**config.mk**
```make
export PLATFORM = sky130hd
export DESIGN_NAME = lkdsr_top
export DESIGN_NICKNAME = d
export VERILOG_FILES = /design/src/design/lkdsr_pkg.sv /design/src/design/lkdsr_keyscan.sv /design/src/design/lkdsr_top.sv
export VERILOG_INCLUDE_DIRS = /design/src /design/src/design
export SDC_FILE = /design/constraint.sdc
export NUM_CORES = 1
export LEC_CHECK = 0
export ABC_AREA = 1
export BUFFER_PORTS_ARGS = -buffer_cell sky130_fd_sc_hd__buf_4
export CAP_MARGIN = 40
export CORE_ASPECT_RATIO = 1.5
export CORE_MARGIN = 4
export CORE_UTILIZATION = 61
export DETAILED_ROUTE_END_ITERATION = 8
export PLACE_DENSITY = 0.8
export SETUP_SLACK_MARGIN = 0.15
export SLEW_MARGIN = 15
export SYNTH_ARGS = -nofsm -noshare
export SYNTH_HDL_FRONTEND = slang
export SYNTH_HIERARCHICAL = 1
export SYNTH_SLANG_ARGS = --single-unit
```
**constraint.sdc**
```tcl
create_clock -name mclk -period 10.3 [get_ports mclk]
set_input_delay 1.545 -clock mclk [delete_from_list [all_inputs] [get_ports mclk]]
set_output_delay 1.545 -clock mclk [all_outputs]
set_load 0.05 [all_outputs]
```
**src/design/lkdsr_map.svh**
```systemverilog
// offsets, field positions, reset values and timing counts of the reset sequencer
`ifndef LKDSR_MAP_SVH
`define LKDSR_MAP_SVH
// register word indexes on the plain register port
`define LKDSR_REG_STATUS 4'h0
`define LKDSR_REG_MASK 4'h1
`define LKDSR_REG_STATE 4'h2
`define LKDSR_REG_KEYDATA 4'h3
`define LKDSR_REG_CTRL 4'h4
// event bit positions in status and mask
`define LKDSR_EV_RELEASE 0
`define LKDSR_EV_KEYREQ 1
`define LKDSR_EV_DROP 2
`define LKDSR_EV_FRAME 3
`define LKDSR_EV_W 4
`define LKDSR_STATUS_RST 4'h0
`define LKDSR_MASK_RST 4'h0
// serial framing
`define LKDSR_ADDR_WR 8'h42
`define LKDSR_ADDR_RD 8'h43
`define LKDSR_ADDR_BITS 6'h08
`define LKDSR_FRAME_BITS 6'h30
`define LKDSR_CNT_SAT 6'h3F
`define LKDSR_SEL_DISP0 2'h0
`define LKDSR_SEL_DISP1 2'h1
`define LKDSR_SEL_CTRL 2'h2
// control frame bit positions inside the frame shift register
`define LKDSR_CTL_SLEEP_LO 8
`define LKDSR_CTL_SLEEP_HI 9
`define LKDSR_CTL_SEG_OFF 10
`define LKDSR_CTL_KEY_SHARED 11
// pin levels
`define LKDSR_LINES_RESET 6'h20
`define LKDSR_LINES_ALL 6'h3F
`define LKDSR_SLEEP_ONLY_LAST 2'h2
// timing
`define LKDSR_CLK_NS 25
`define LKDSR_SCAN_STEP_NS 1000
`define LKDSR_SCAN_STEP_CYC ((`LKDSR_SCAN_STEP_NS + `LKDSR_CLK_NS - 1) / `LKDSR_CLK_NS)
`define LKDSR_COM_STEP_NS 2000
`define LKDSR_COM_STEP_CYC ((`LKDSR_COM_STEP_NS + `LKDSR_CLK_NS - 1) / `LKDSR_CLK_NS)
`endif

```
**src/design/lkdsr_pkg.sv**
```systemverilog
// types shared by the reset sequencer modules
package lkdsr_pkg;
	typedef enum logic [2:0] {
		KS_IDLE = 3'b001,
		KS_SCAN = 3'b010,
		KS_WAIT = 3'b100
	} lkdsr_scan_t;
endpackage : lkdsr_pkg

```
**src/design/lkdsr_keyscan.sv**
```systemverilog
// key scan sequencer with double-scan agreement and key buffer
`timescale 1ns/1ps
`include "lkdsr_map.svh"
module lkdsr_keyscan import lkdsr_pkg::*; #(
	parameter int STEP = `LKDSR_SCAN_STEP_CYC
) (
	input wire logic mclk, // system clock
	input wire logic rst, // async reset, high
	input wire logic clk_en, // freezes state when low
	input wire logic hold, // system reset held
	input wire logic [4:0] key_return_line, // synchronised key returns
	input wire logic [1:0] sleep_sel, // {high, low} sleep select
	input wire logic shared_key, // shared pins act as scan lines
	input wire logic rd_clear, // key data read finished
	output logic [5:0] key_scan_line, // scan line levels
	output logic [29:0] key_data, // key buffer
	output logic key_req, // key data read request
	output logic key_active // scan in progress or key data read pending
);
	// ****************************************
	// scan datapath
	// ****************************************
	localparam logic [15:0] STEP_LAST = 16'(STEP - 1);
	generate
		if (STEP < 4 || STEP > 65535) begin : g_bad_step
			$error("scan step must cover the return synchroniser");
		end
	endgenerate

	lkdsr_scan_t state;
	logic [15:0] step_cnt;
	logic [2:0] line_idx;
	logic pass;
	logic [29:0] cur;
	logic [29:0] first;

	wire line_ok = shared_key | (line_idx > 3'd1);
	wire [4:0] row_val = line_ok ? key_return_line : 5'h00;
	wire [29:0] cur_next = cur | 30'({25'h0, row_val} << (5'(line_idx) * 5'd5));
	wire step_end = (step_cnt == STEP_LAST);
	wire last_line = (line_idx == 3'd5);
	wire [5:0] scan_lines = line_ok ? 6'(6'h01 << line_idx) : 6'h00;
	wire sleep_on = |sleep_sel;
	wire [5:0] idle_lines = (sleep_on && sleep_sel == `LKDSR_SLEEP_ONLY_LAST) ?
		`LKDSR_LINES_RESET : `LKDSR_LINES_ALL;
	wire [5:0] next_lines = hold ? `LKDSR_LINES_RESET :
		(state == KS_SCAN ? scan_lines : idle_lines);
	assign key_active = (state != KS_IDLE);

	// ****************************************
	// sequencer
	// ****************************************
	always_ff @(posedge mclk or posedge rst) begin
		if (rst) begin
			state <= KS_IDLE;
			step_cnt <= 16'h0000;
			line_idx <= 3'h0;
			pass <= 1'b0;
			cur <= 30'h00000000;
			first <= 30'h00000000;
			key_data <= 30'h00000000;
			key_req <= 1'b0;
			key_scan_line <= `LKDSR_LINES_RESET;
		end else if (clk_en) begin
			key_scan_line <= next_lines;
			if (hold) begin
				// back to initial state, buffer cleared, scan disabled
				state <= KS_IDLE;
				step_cnt <= 16'h0000;
				line_idx <= 3'h0;
				pass <= 1'b0;
				cur <= 30'h00000000;
				first <= 30'h00000000;
				key_data <= 30'h00000000;
				key_req <= 1'b0;
			end else begin
				unique case (state)
					KS_IDLE: begin
						if (|key_return_line) begin
							state <= KS_SCAN;
							step_cnt <= 16'h0000;
							line_idx <= 3'h0;
							pass <= 1'b0;
							cur <= 30'h00000000;
						end
					end
					KS_SCAN: begin
						if (!step_end) begin
							step_cnt <= step_cnt + 16'h0001;
						end else if (!last_line) begin
							step_cnt <= 16'h0000;
							line_idx <= line_idx + 3'h1;
							cur <= cur_next;
						end else begin
							step_cnt <= 16'h0000;
							line_idx <= 3'h0;
							cur <= 30'h00000000;
							if (pass && cur_next == first) begin
								if (cur_next == 30'h00000000) begin
									state <= KS_IDLE;
								end else begin
									key_data <= cur_next;
									key_req <= 1'b1;
									state <= KS_WAIT;
								end
							end else begin
								first <= cur_next;
								pass <= 1'b1;
							end
						end
					end
					KS_WAIT: begin
						if (rd_clear) begin
							key_req <= 1'b0;
							state <= KS_SCAN;
							step_cnt <= 16'h0000;
							line_idx <= 3'h0;
							pass <= 1'b0;
						end
					end
				endcase
			end
		end
	end

	// ****************************************
	// checks
	// ****************************************
	a_hold_clears_keys: assert property (@(posedge mclk) disable iff (rst)
		hold && clk_en |=> key_data == 30'h00000000 && !key_req && state == KS_IDLE)
		else $error("key buffer not cleared under reset");
	a_hold_last_line: assert property (@(posedge mclk) disable iff (rst)
		hold && clk_en |=> key_scan_line == `LKDSR_LINES_RESET)
		else $error("scan lines wrong under reset");
endmodule : lkdsr_keyscan

```
**src/design/lkdsr_top.sv**
```systemverilog
// system reset sequencer of the lcd driver with key scan
//
// The address-and-strobe port and the register offsets are this design's own decisions.
`timescale 1ns/1ps
`include "lkdsr_map.svh"
module lkdsr_top import lkdsr_pkg::*; #(
	parameter int COM_STEP = `LKDSR_COM_STEP_CYC,
	parameter int SCAN_STEP = `LKDSR_SCAN_STEP_CYC
) (
	input wire logic mclk, // system clock
	input wire logic rst, // async reset, high
	input wire logic clk_en, // freezes state when low
	input wire logic supply_drop_detector, // high while supply at or below threshold
	input wire logic ce_pin, // serial chip enable
	input wire logic cl_pin, // serial clock
	input wire logic di_pin, // serial data in
	input wire logic [4:0] key_return_line, // key matrix returns
	output logic do_o, // key request pin level when driven
	output logic do_oe, // drive key request pin low
	output logic [3:0] key_scan_upper, // scan lines three to six
	output logic [1:0] shared_scan_segment_pin, // shared scan/segment pins
	output logic [3:0] segment_port_pin, // segment/port pins
	output logic [18:0] seg_out, // plain segment pins
	output logic [2:0] common_drive, // common pins
	output logic osc_run, // oscillator running
	input wire logic [3:0] reg_addr, // register index
	input wire logic [31:0] reg_wdata, // write data
	input wire logic reg_wr, // write strobe
	input wire logic reg_rd, // read strobe
	output logic [31:0] reg_rdata, // read data, cycle after strobe
	output logic irq // level interrupt
);
	// ****************************************
	// parameter checks and helpers
	// ****************************************
	generate
		if (COM_STEP < 1 || COM_STEP > 65535) begin : g_bad_com
			$error("common step out of range");
		end
	endgenerate
	localparam logic [15:0] COM_LAST = 16'(COM_STEP - 1);

	function automatic logic pick3(input logic [2:0] bits, input logic [1:0] idx);
		pick3 = (idx == 2'd0) ? bits[0] : (idx == 2'd1) ? bits[1] : bits[2];
	endfunction : pick3

	// ****************************************
	// pin synchronisers
	// ****************************************
	logic [8:0] sy1;
	logic [8:0] sy2;
	wire [8:0] pins_in = {key_return_line, supply_drop_detector, di_pin, cl_pin, ce_pin};
	always_ff @(posedge mclk or posedge rst) begin
		if (rst) begin
			sy1 <= 9'h000;
			sy2 <= 9'h000;
		end else if (clk_en) begin
			sy1 <= pins_in;
			sy2 <= sy1;
		end
	end
	wire ce_s = sy2[0];
	wire cl_s = sy2[1];
	wire di_s = sy2[2];
	wire drop_s = sy2[3];
	wire [4:0] ret_s = sy2[8:4];

	// ****************************************
	// serial interface
	// ****************************************
	logic ce_d;
	logic cl_d;
	logic [47:0] sr;
	logic [5:0] bit_cnt;
	logic rd_mode;
	logic [30:0] out_sr;
	logic in_reset;
	logic [1:0] sleep_sel;
	logic [29:0] key_data;
	logic key_req;
	logic key_active;
	logic [5:0] key_lines;

	wire cl_rise = cl_s & ~cl_d;
	wire cl_fall = ~cl_s & cl_d;
	wire ce_fall = ~ce_s & ce_d;
	wire shift_en = ce_s & cl_rise;
	wire rd_hit = ce_s & ~rd_mode & (bit_cnt == `LKDSR_ADDR_BITS) & (sr[47:40] == `LKDSR_ADDR_RD);
	wire frame_ok = ce_fall & (bit_cnt == `LKDSR_FRAME_BITS) & (sr[7:0] == `LKDSR_ADDR_WR);
	wire [1:0] frame_sel = sr[47:46];
	wire commit_d0 = frame_ok & (frame_sel == `LKDSR_SEL_DISP0);
	wire commit_d1 = frame_ok & (frame_sel == `LKDSR_SEL_DISP1);
	wire commit_ctl = frame_ok & (frame_sel == `LKDSR_SEL_CTRL);
	wire commit_any = commit_d0 | commit_d1 | commit_ctl;
	wire rd_done = ce_fall & rd_mode;
	wire sleep_on = |sleep_sel;

	// shift and count keep running whatever the system reset does
	always_ff @(posedge mclk or posedge rst) begin
		if (rst) begin
			ce_d <= 1'b0;
			cl_d <= 1'b0;
			sr <= 48'h000000000000;
			bit_cnt <= 6'h00;
			rd_mode <= 1'b0;
			out_sr <= 31'h00000000;
		end else if (clk_en) begin
			ce_d <= ce_s;
			cl_d <= cl_s;
			if (ce_fall) begin
				bit_cnt <= 6'h00;
				rd_mode <= 1'b0;
			end else if (shift_en) begin
				sr <= {di_s, sr[47:1]};
				if (bit_cnt != `LKDSR_CNT_SAT) begin
					bit_cnt <= bit_cnt + 6'h01;
				end
			end
			if (rd_hit) begin
				rd_mode <= 1'b1;
				out_sr <= {sleep_on, key_data};
			end else if (rd_mode && cl_fall) begin
				out_sr <= {1'b0, out_sr[30:1]};
			end
		end
	end

	// request low when idle, data bits during a read, released in reset
	wire next_do_oe = in_reset ? 1'b0 :
		!ce_s ? key_req :
		!rd_mode ? 1'b0 :
		cl_fall ? ~out_sr[0] : do_oe;

	// ****************************************
	// display latch and control register
	// ****************************************
	logic [74:0] disp;
	logic seg_off;
	logic key_shared;
	logic ctrl_seen;
	always_ff @(posedge mclk or posedge rst) begin
		if (rst) begin
			disp <= 75'h0;
			sleep_sel <= 2'h0;
			seg_off <= 1'b0;
			key_shared <= 1'b0;
			ctrl_seen <= 1'b0;
		end else if (clk_en) begin
			if (commit_d0) begin
				disp[37:0] <= sr[45:8];
			end
			if (commit_d1) begin
				disp[74:38] <= sr[44:8];
			end
			if (commit_ctl) begin
				sleep_sel <= {sr[`LKDSR_CTL_SLEEP_HI], sr[`LKDSR_CTL_SLEEP_LO]};
				seg_off <= sr[`LKDSR_CTL_SEG_OFF];
				key_shared <= sr[`LKDSR_CTL_KEY_SHARED];
				ctrl_seen <= 1'b1;
			end
		end
	end

	// ****************************************
	// reset sequencing
	// ****************************************
	logic [2:0] recs;
	logic soft_reset;
	wire hold_req = drop_s | soft_reset;
	wire [2:0] next_recs = recs | {commit_ctl, commit_d1, commit_d0};
	always_ff @(posedge mclk or posedge rst) begin
		if (rst) begin
			in_reset <= 1'b1;
			recs <= 3'h0;
		end else if (clk_en) begin
			if (hold_req) begin
				in_reset <= 1'b1;
				recs <= 3'h0;
			end else begin
				recs <= next_recs;
				if (in_reset && ce_fall && (&next_recs)) begin
					in_reset <= 1'b0;
				end
			end
		end
	end

	lkdsr_keyscan #(.STEP(SCAN_STEP)) u_keyscan (
		.mclk(mclk),
		.rst(rst),
		.clk_en(clk_en),
		.hold(in_reset),
		.key_return_line(ret_s),
		.sleep_sel(sleep_sel),
		.shared_key(key_shared),
		.rd_clear(rd_done & ~in_reset),
		.key_scan_line(key_lines),
		.key_data(key_data),
		.key_req(key_req),
		.key_active(key_active)
	);
	assign key_scan_upper = key_lines[5:2];

	// ****************************************
	// base clock and drivers
	// ****************************************
	logic [15:0] com_cnt;
	logic [1:0] com_idx;
	logic [24:0] seg_q;
	wire next_osc = ctrl_seen & (~sleep_on | key_active);
	wire base_run = osc_run & ~in_reset;
	wire disp_run = base_run & ~sleep_on;
	wire seg_en = disp_run & ~seg_off;
	wire [24:0] next_seg;
	genvar g;
	generate
		for (g = 0; g < 25; g++) begin : g_seg
			assign next_seg[g] = seg_en & pick3(disp[g*3 +: 3], com_idx);
		end
	endgenerate
	wire [2:0] next_com = disp_run ? 3'(3'b001 << com_idx) : 3'b000;
	wire [1:0] next_shared = in_reset ? 2'b00 :
		key_shared ? key_lines[1:0] : next_seg[24:23];

	always_ff @(posedge mclk or posedge rst) begin
		if (rst) begin
			com_cnt <= 16'h0000;
			com_idx <= 2'h0;
			seg_q <= 25'h0000000;
			common_drive <= 3'h0;
			shared_scan_segment_pin <= 2'h0;
			osc_run <= 1'b0;
			do_oe <= 1'b0;
		end else if (clk_en) begin
			osc_run <= next_osc;
			do_oe <= next_do_oe;
			seg_q <= next_seg;
			common_drive <= next_com;
			shared_scan_segment_pin <= next_shared;
			if (disp_run) begin
				if (com_cnt == COM_LAST) begin
					com_cnt <= 16'h0000;
					com_idx <= (com_idx == 2'd2) ? 2'd0 : com_idx + 2'd1;
				end else begin
					com_cnt <= com_cnt + 16'h0001;
				end
			end
		end
	end
	assign segment_port_pin = seg_q[3:0];
	assign seg_out = seg_q[22:4];
	assign do_o = 1'b0;

	// ****************************************
	// register port and interrupt
	// ****************************************
	logic [`LKDSR_EV_W-1:0] status;
	logic [`LKDSR_EV_W-1:0] mask;
	logic in_reset_d;
	logic key_req_d;
	logic drop_d;
	wire [`LKDSR_EV_W-1:0] ev = {commit_any, drop_s & ~drop_d, key_req & ~key_req_d,
		in_reset_d & ~in_reset};
	wire wr_status = reg_wr & (reg_addr == `LKDSR_REG_STATUS);
	wire wr_mask = reg_wr & (reg_addr == `LKDSR_REG_MASK);
	wire wr_ctrl = reg_wr & (reg_addr == `LKDSR_REG_CTRL);
	wire [`LKDSR_EV_W-1:0] clr = wr_status ? reg_wdata[`LKDSR_EV_W-1:0] : 4'h0;
	wire [`LKDSR_EV_W-1:0] next_status = (status & ~clr) | ev;
	wire [31:0] state_word = {24'h0, key_req, sleep_sel, ctrl_seen, recs, in_reset};
	wire [31:0] rd_word =
		(reg_addr == `LKDSR_REG_STATUS) ? {28'h0, status} :
		(reg_addr == `LKDSR_REG_MASK) ? {28'h0, mask} :
		(reg_addr == `LKDSR_REG_STATE) ? state_word :
		(reg_addr == `LKDSR_REG_KEYDATA) ? {2'h0, key_data} :
		(reg_addr == `LKDSR_REG_CTRL) ? {31'h0, soft_reset} : 32'h00000000;
	always_ff @(posedge mclk or posedge rst) begin
		if (rst) begin
			status <= `LKDSR_STATUS_RST;
			mask <= `LKDSR_MASK_RST;
			soft_reset <= 1'b0;
			in_reset_d <= 1'b1;
			key_req_d <= 1'b0;
			drop_d <= 1'b0;
			reg_rdata <= 32'h00000000;
			irq <= 1'b0;
		end else if (clk_en) begin
			in_reset_d <= in_reset;
			key_req_d <= key_req;
			drop_d <= drop_s;
			status <= next_status;
			irq <= |(status & mask);
			reg_rdata <= reg_rd ? rd_word : 32'h00000000;
			if (wr_mask) begin
				mask <= reg_wdata[`LKDSR_EV_W-1:0];
			end
			if (wr_ctrl) begin
				soft_reset <= reg_wdata[0];
			end
		end
	end

	// ****************************************
	// checks
	// ****************************************
	a_reset_blanks_pins: assert property (@(posedge mclk) disable iff (rst)
		in_reset && clk_en |=> seg_q == 25'h0 && common_drive == 3'h0 &&
			shared_scan_segment_pin == 2'h0)
		else $error("pins not low under reset");
	a_drop_sets_reset: assert property (@(posedge mclk) disable iff (rst)
		drop_s && clk_en |=> in_reset && recs == 3'h0)
		else $error("supply drop did not hold reset");
	a_release_needs_all: assert property (@(posedge mclk) disable iff (rst)
		$fell(in_reset) |-> $past(ce_fall) && (&recs))
		else $error("reset released without all transfers");
	a_release_on_fall: assert property (@(posedge mclk) disable iff (rst)
		in_reset && !hold_req && ce_fall && (&next_recs) && clk_en |=> !in_reset)
		else $error("reset not released on last chip-enable fall");
	a_base_clock_stop: assert property (@(posedge mclk) disable iff (rst)
		in_reset && clk_en |=> $stable(com_idx) && $stable(com_cnt))
		else $error("base clock ran during reset");
	a_latch_in_reset: assert property (@(posedge mclk) disable iff (rst)
		commit_d0 && clk_en |=> disp[37:0] == $past(sr[45:8]))
		else $error("display bits not latched");
	a_do_released: assert property (@(posedge mclk) disable iff (rst)
		in_reset && clk_en |=> !do_oe)
		else $error("key request driven during reset");
	a_request_low: assert property (@(posedge mclk) disable iff (rst)
		!in_reset && !ce_s && key_req && clk_en |=> do_oe)
		else $error("pending request not signalled");
	a_sleep_select: assert property (@(posedge mclk) disable iff (rst)
		commit_ctl && clk_en |=> sleep_on == ($past(sr[9]) | $past(sr[8])))
		else $error("sleep select not taken");
	a_serial_in_reset: assert property (@(posedge mclk) disable iff (rst)
		in_reset && shift_en && !ce_fall && bit_cnt != `LKDSR_CNT_SAT && clk_en
			|=> bit_cnt == $past(bit_cnt) + 6'h01)
		else $error("serial shift stalled by reset");
	c_release: cover property (@(posedge mclk) disable iff (rst) $fell(in_reset));
	c_key_request: cover property (@(posedge mclk) disable iff (rst) $rose(key_req));
	c_key_read: cover property (@(posedge mclk) disable iff (rst) rd_done && !in_reset);
	c_read_in_reset: cover property (@(posedge mclk) disable iff (rst) rd_done && in_reset);
endmodule : lkdsr_top

```
; After elaboration in Yosys (flattened, before gate mapping)
; Index checks and enable logic that the tools add are counted.
[totals]
regBits = 403
latch_bits = 0
ramBits = 0
rom_bits = 0
inputBits = 50
output_inout_bits = 68
elab_cells = 327
n_memories = 0
[op_classes]
add_sub_neg = 5
n_mul = 1
div_mod_pow = 0
n_lt_le_gt_ge = 1
eq_ne = 32
n_shift = 3
muxes = 129
bitwise_logic = 71
n_reduce_logical = 45
[op_table]
columns = cell, count
row1 = $mux W30, 20
row2 = $mux W16, 5
row3 = $mux W1, 70
row4 = $mux W31, 2
row5 = $pmux W30 S2, 1
row6 = $and A1 B1 Y1, 49
row7 = $pmux W16 S3, 1
row8 = $mux W3, 14
row9 = $mux W6, 6
row10 = $add A16 B1 Y16 const B, 2
row11 = $eq A30 B30 Y1, 1
row12 = $logic_not A30 Y1, 1
row13 = $or A30 B30 Y30, 1
row14 = $shl A5 B5 Y30, 1
row15 = $reduce_and A2 Y1, 10
row16 = $pmux W3 S3, 2
row17 = $reduce_and A6 Y1, 3
row18 = $reduce_bool A2 Y1, 9
row19 = $eq A16 B6 Y1 const B, 1
row20 = $eq A16 B7 Y1 const B, 1
row21 = $eq A8 B7 Y1 const B, 2
row22 = $reduce_and A3 Y1, 5
row23 = $ne A3 B2 Y1 const B, 4
row24 = $not A1 Y1, 11
row25 = 42 further kinds, 65

; Longest topological paths before layout
[depth]
ltp_word = 12
mapped_depth = 23
ltp_nobuf = 21

; By module
; Netlist, hierarchy kept.
[modules_own_cells]
columns = mod, instances, cells_each, area_per_inst_um2, seq_area_each_um2
row1 = lkdsr_top, 1, 1429, 12179.2, 7034.2
row2 = lkdsr_keyscan, 1, 990, 6912.9, 3005.4

; Worst setup path after synthesis
; OpenSTA, ideal clock, no wires.
[synth_timing]
path_type = in2reg
startpoint = input port clk_en
endpoint = register u_keyscan.step_cnt[14]
setup_time_ns = 0.077
t_arrival_ns = 3.034
required_time_ns = 10.223
slack_ns = 7.189
stages = 12
n_path_buf = 0
path_cell_list = nand2_1 -> nor2_2 -> inv_1 -> nor3_1 -> nand2_1 -> nor2_1 -> nand3_1 -> nor2_1 -> nand2_1 -> nor3_1 -> o21ai_0 -> a21oi_1
[synth_between]
elab_chain_cells = 1
[synth_rtl]
columns = item, line_no
row1 = start: declaration, lkdsr_top.sv:12  ; input wire logic clk_en,
row2 = $reduce_and A3 Y1 (no line), --
row3 = end signal: assignment, lkdsr_keyscan.sv:89  ; step_cnt <= step_cnt + 16'h0001;
row4 = end: declaration, lkdsr_keyscan.sv:31  ; logic [15:0] step_cnt;
; No other way between the ends.
; A chain may end at the register's enable or synchronous reset.

; Final worst setup path
[layout_timing]
startpoint = register u_keyscan.line_idx[0]
endpoint = register u_keyscan.first[5]
[layout_between]
elab_chain_cells = 10
elab_cells_between_ends = 17
classes_between = mul (1) / order compare (1) / eq/ne (3) / shift (1) / mux (6) / bitwise (2) / reduce/logical (3)
[layout_rtl]
columns = item, line_no
row1 = start: declaration, lkdsr_keyscan.sv:32  ; logic [2:0] line_idx;
row2 = start signal: assignment, lkdsr_keyscan.sv:92  ; line_idx <= line_idx + 3'h1;
row3 = branches (longest 10 deep; another with $mul A3 B3 Y5), --
row4 = end signal: assignment, lkdsr_keyscan.sv:107  ; first <= cur_next;
row5 = end: declaration, lkdsr_keyscan.sv:35  ; logic [29:0] first;
; Several ways; the timed one is not identified. The select of a mux whose other input is x is not followed.

==> summary.txt <==
Status
  • Status: finished, final reports clean

STA
  • Slew Viols, Final: 0
  • Worst setup margin: about 5.6 ns
  • Max-Slew Margin vs Limit: 0.471
  • Worst Max-Slew Pin Slew: approximately 0.79 ns
  • Max Clk Rate: ~210 MHz
  • Final hold violation count: 0
  • Setup Skew: approximately 0.021 ns
  • RSZ-0062 raised after global routing: false
  • Final setup TNS: 0 ns
  • Period utilization: 0.457
  • Fin crit period: between 4 and 5 ns
  • Setup Viol. Count Final: 0

Job
  • Max-cap violations: 0

Finish
  • Share of cells above drive strength 1: 0.0868
  • Commonest non-fill, non-tap cells in the layout: 797 x nand2_1, 397 x dfrtp_1, 242 x o21ai_0
  • Area delta synth->final: 12.2%
  • N_diodes: 0
  • Most common cell after layout, fill and taps aside: nand2_1
  • Final net count: roughly 2500
  • Final design utilization: 0.693

Route
  • Antenna viol nets, final: 0
  • Initial DRC count: approximately 1200
  • WL/cell: between 15 and 20 um
  • Via Count: about 17000
  • Remaining DRCs: 0
  • Final wirelength: about 50 mm
  • Drt first pass iters: 6
  • Vias/cell: approximately 5.7

Placement
  • # port buffers: 86
  • Routability Congestion: 0.959
  • Final HPWL DP: approximately 34 mm
  • Dpl ws: roughly 5.7 ns

Clock network
  • # clock sinks: 401
  • Hold buffers post-CTS: 0
  • Post-CTS setup buffers: 0
  • Clock buffer count from CTS: 38
  • Clk buf depth: 3
  • # resized after CTS: 0
  • Worst-path clk slew: ~0.060 ns
  • H-tree levels: 2
  • CTS Root Cell: clkbuf_16
  • CTS tree: done
  • Worst-Skew Late Latency: about 0.54 ns

Yosys
  • Yosys reg bits: around 400
  • Post-synth ARST share: 1.00
  • Synth unique cells: 52
  • Leading area contributor after synthesis: dfrtp_1
  • Top-area cell type share of the netlist area: 0.520
  • EDFF count, synth: 0
  • Main synth FF type: dfrtp_1
  • Synth area leaders: dfrtp_1 52%, nand2_1 16%, o21ai_0 6.3%
  • Mapped Avg Cell Area: 7.89 um2
  • Synth Instances: 2419
  • Post-synthesis sequential area ratio: 0.526
  • Synthesized cell area: roughly 19000 um2
  • Synth warn: 6

Pwr
  • PD cells: approximately 170 nW/um2
  • Peak supply drop: about 0.12 mV
  • P_leak: between 10 and 15 nW
  • Clk network pwr share: 0.408
  • NetSw: around 910 uW
  • Internal power: 2.64 mW
  • Combinational share of power: 0.090
  • Register share of total power: 0.502
  • Switching share of power: 0.257

Setup path
  • Beginning of the critical path: u_keyscan/line_idx[0]
  • Crit path largest cell delay: 0.55 ns
  • CP required: 10.76 ns
  • Critical path's most frequent cell: nand2_1
  • CP Launch Type: flip-flop
  • Max FO, Critical Path: 31
  • Reg2reg path depth: 20
  • R2r endpoint: u_keyscan/first[5]
  • Critical path class: flip-flop to flip-flop
  • Slack of the worst reg-to-reg path: between 5 and 6 ns
  • Worst R2R Start: u_keyscan/line_idx[0]
  • Critical Path End Type: flip-flop
  • Crit path cell chain: ha_1 -> ha_1 -> inv_1 -> nor2_1 -> nand4_1 -> nand2_1 -> clkinv_1 -> nand2_1 -> nand2_1 -> nand2_1 -> nand3_1 -> nor2_1 -> nand3_1 -> nor2_4 -> nand3_1 -> buf_4 -> nand2_1 -> buf_8 -> nand2_1 -> nand2_1
  • CP max-delay cell: nand2_1
  • Worst EP arrival: 5.16 ns

Die
  • Overall die area: 34300 um2
  • I/O pin total: between 100 and 150
  • Die Wd: around 150 um
  • Row cnt: between 70 and 80
  • Floorplan Core Area: approximately 31000 um2
  • Die Y: around 220 um
  • Initial core utilization: 0.617

Min path
  • Hold wc startpoint: key_req_d
  • Hold EP: status[1]
  • Hold Crit Depth: 1
  • Hold Path Class: flip-flop to flip-flop

GRT
  • GRT Overall Usage: 0.289
  • Vias in the first global route: 16300
  • Antenna violations before repair: 1
  • Grt total ovfl: 0
  • Largest net degree at the start of global routing: 91
  • First-pass GRT wire length: 81.1 mm
==> cells by family (layout without fill, tap and decap cells) <==
kind of cell	after synthesis	after routing	synth area share
xor gates and xnor gates	12	12	0.00590
DFF	401	401	0.526
and+or+nand+nor	1269	1269	0.281
buffers and inverters	346	414	0.0736
other	1	3	0.000196
AOI/OAI and AO/OA	383	383	0.109
adders and majority gates	7	7	0.00459
==> per-layer routing <==
| layer | vias up | part of all wire | GRT usage |
|---|---|---|---|
| met5 | - | 0.00022 | 0 |
| met4 | 2 | 0.057 | 0.160 |
| met3 | 141 | 0.046 | 0.0360 |
| met2 | 499 | 0.51 | 0.511 |
| met1 | 7986 | 0.39 | 0.346 |
| li1 | 7899 | - | - |
==> synth_stat cells, types with 5 or more instances <==
| cell | count |
|---|---|
| nand3b_1 | 11 |
| a31oi_1 | 5 |
| nand4_1 | 39 |
| nor4_1 | 7 |
| clkbuf_1 | 69 |
| clkinv_1 | 5 |
| inv_2 | 5 |
| a22o_1 | 19 |
| xor2_1 | 8 |
| nor3_1 | 20 |
| o31ai_1 | 6 |
| dfrtp_1 | 397 |
| o21ai_1 | 13 |
| inv_1 | 224 |
| buf_2 | 28 |
| nand2_1 | 797 |
| nor2_2 | 9 |
| buf_6 | 5 |
| ha_1 | 7 |
| nand3_2 | 6 |
| a21oi_1 | 74 |
| nor2_1 | 142 |
| nand3_1 | 223 |
| o21ai_0 | 242 |
| buf_4 | 9 |
==> power by group through the flow <==
stage | clock network (mW) | logic, mW | registers (mW)
6_report | 1.45 | 0.321 | 1.78
5_1_grt | 1.54 | 0.367 | 1.79
4_1_cts | 1.47 | 0.323 | 1.78
3_5_place_dp | 0 | 0.318 | 1.81
3_3_place_gp | 0 | 0.300 | 1.80
2_1_floorplan | 0 | 0.219 | 1.79
==> state kept, by name, summed over array words and instances, names as in the netlist, 3 cells and up <==
| register | cells |
|---|---|
| seg_q | 23 |
| u_keyscan/key_data | 30 |
| disp | 75 |
| recs | 3 |
| u_keyscan/line_idx | 3 |
| common_drive | 3 |
| sy1 | 9 |
| reg_rdata | 30 |
| u_keyscan/state | 3 |
| mask | 4 |
| sr | 48 |
| u_keyscan/key_scan_line | 6 |
| status | 4 |
| sy2 | 9 |
| u_keyscan/cur | 30 |
| u_keyscan/step_cnt | 16 |
| u_keyscan/first | 30 |
| bit_cnt | 6 |
| out_sr | 31 |
| com_cnt | 16 |
==> final cells by class <==
| cell class | count | area, um2 |
|---|---|---|
| Clock buffer | 50 | 1070 |
| Clock inverter | 15 | 208 |
| Fill cell | 2534 | 9510 |
| Inverter | 234 | 888 |
| Multi-Input combinational cell | 1674 | 7670 |
| Sequential cell | 401 | 10000 |
| Tap cell | 405 | 507 |
| Timing Repair Buffer | 115 | 1050 |
==> metrics by stage <==
step           instances  hold WS (ns)  power, mW  instance area (um2)
2_1_floorplan       2421         0.436       2.01                19100
3_3_place_gp        2816         0.448       2.10                19900
3_5_place_dp        2828         0.451       2.12                20100
4_1_cts             2893         0.460       3.57                21400
5_1_grt             2894         0.499       3.70                21400
6_report            2894         0.463       3.55                21400
==> worst max-delay path: cells and delay by family, from the launching register on <==
family                     cells  cell delay, ns
adders and majority gates      2            0.78
buffers and inverters          4            0.97
DFF                            1            0.49
and+or+nand+nor               14            2.37
==> worst max-delay path by stage <==
stage | end | slack, ns | cells past startpoint
after global placement | u_keyscan/first[4] | 5.49 | 19
after floorplan | bit_cnt[0] | 1.01 | 1
final | u_keyscan/first[5] | 5.60 | 20
after detailed placement | u_keyscan/first[5] | 5.66 | 20
after CTS | u_keyscan/first[5] | 5.64 | 20
after global routing | u_keyscan/first[5] | 5.19 | 20
No activity file was read; power rests on OpenSTA's default activity.
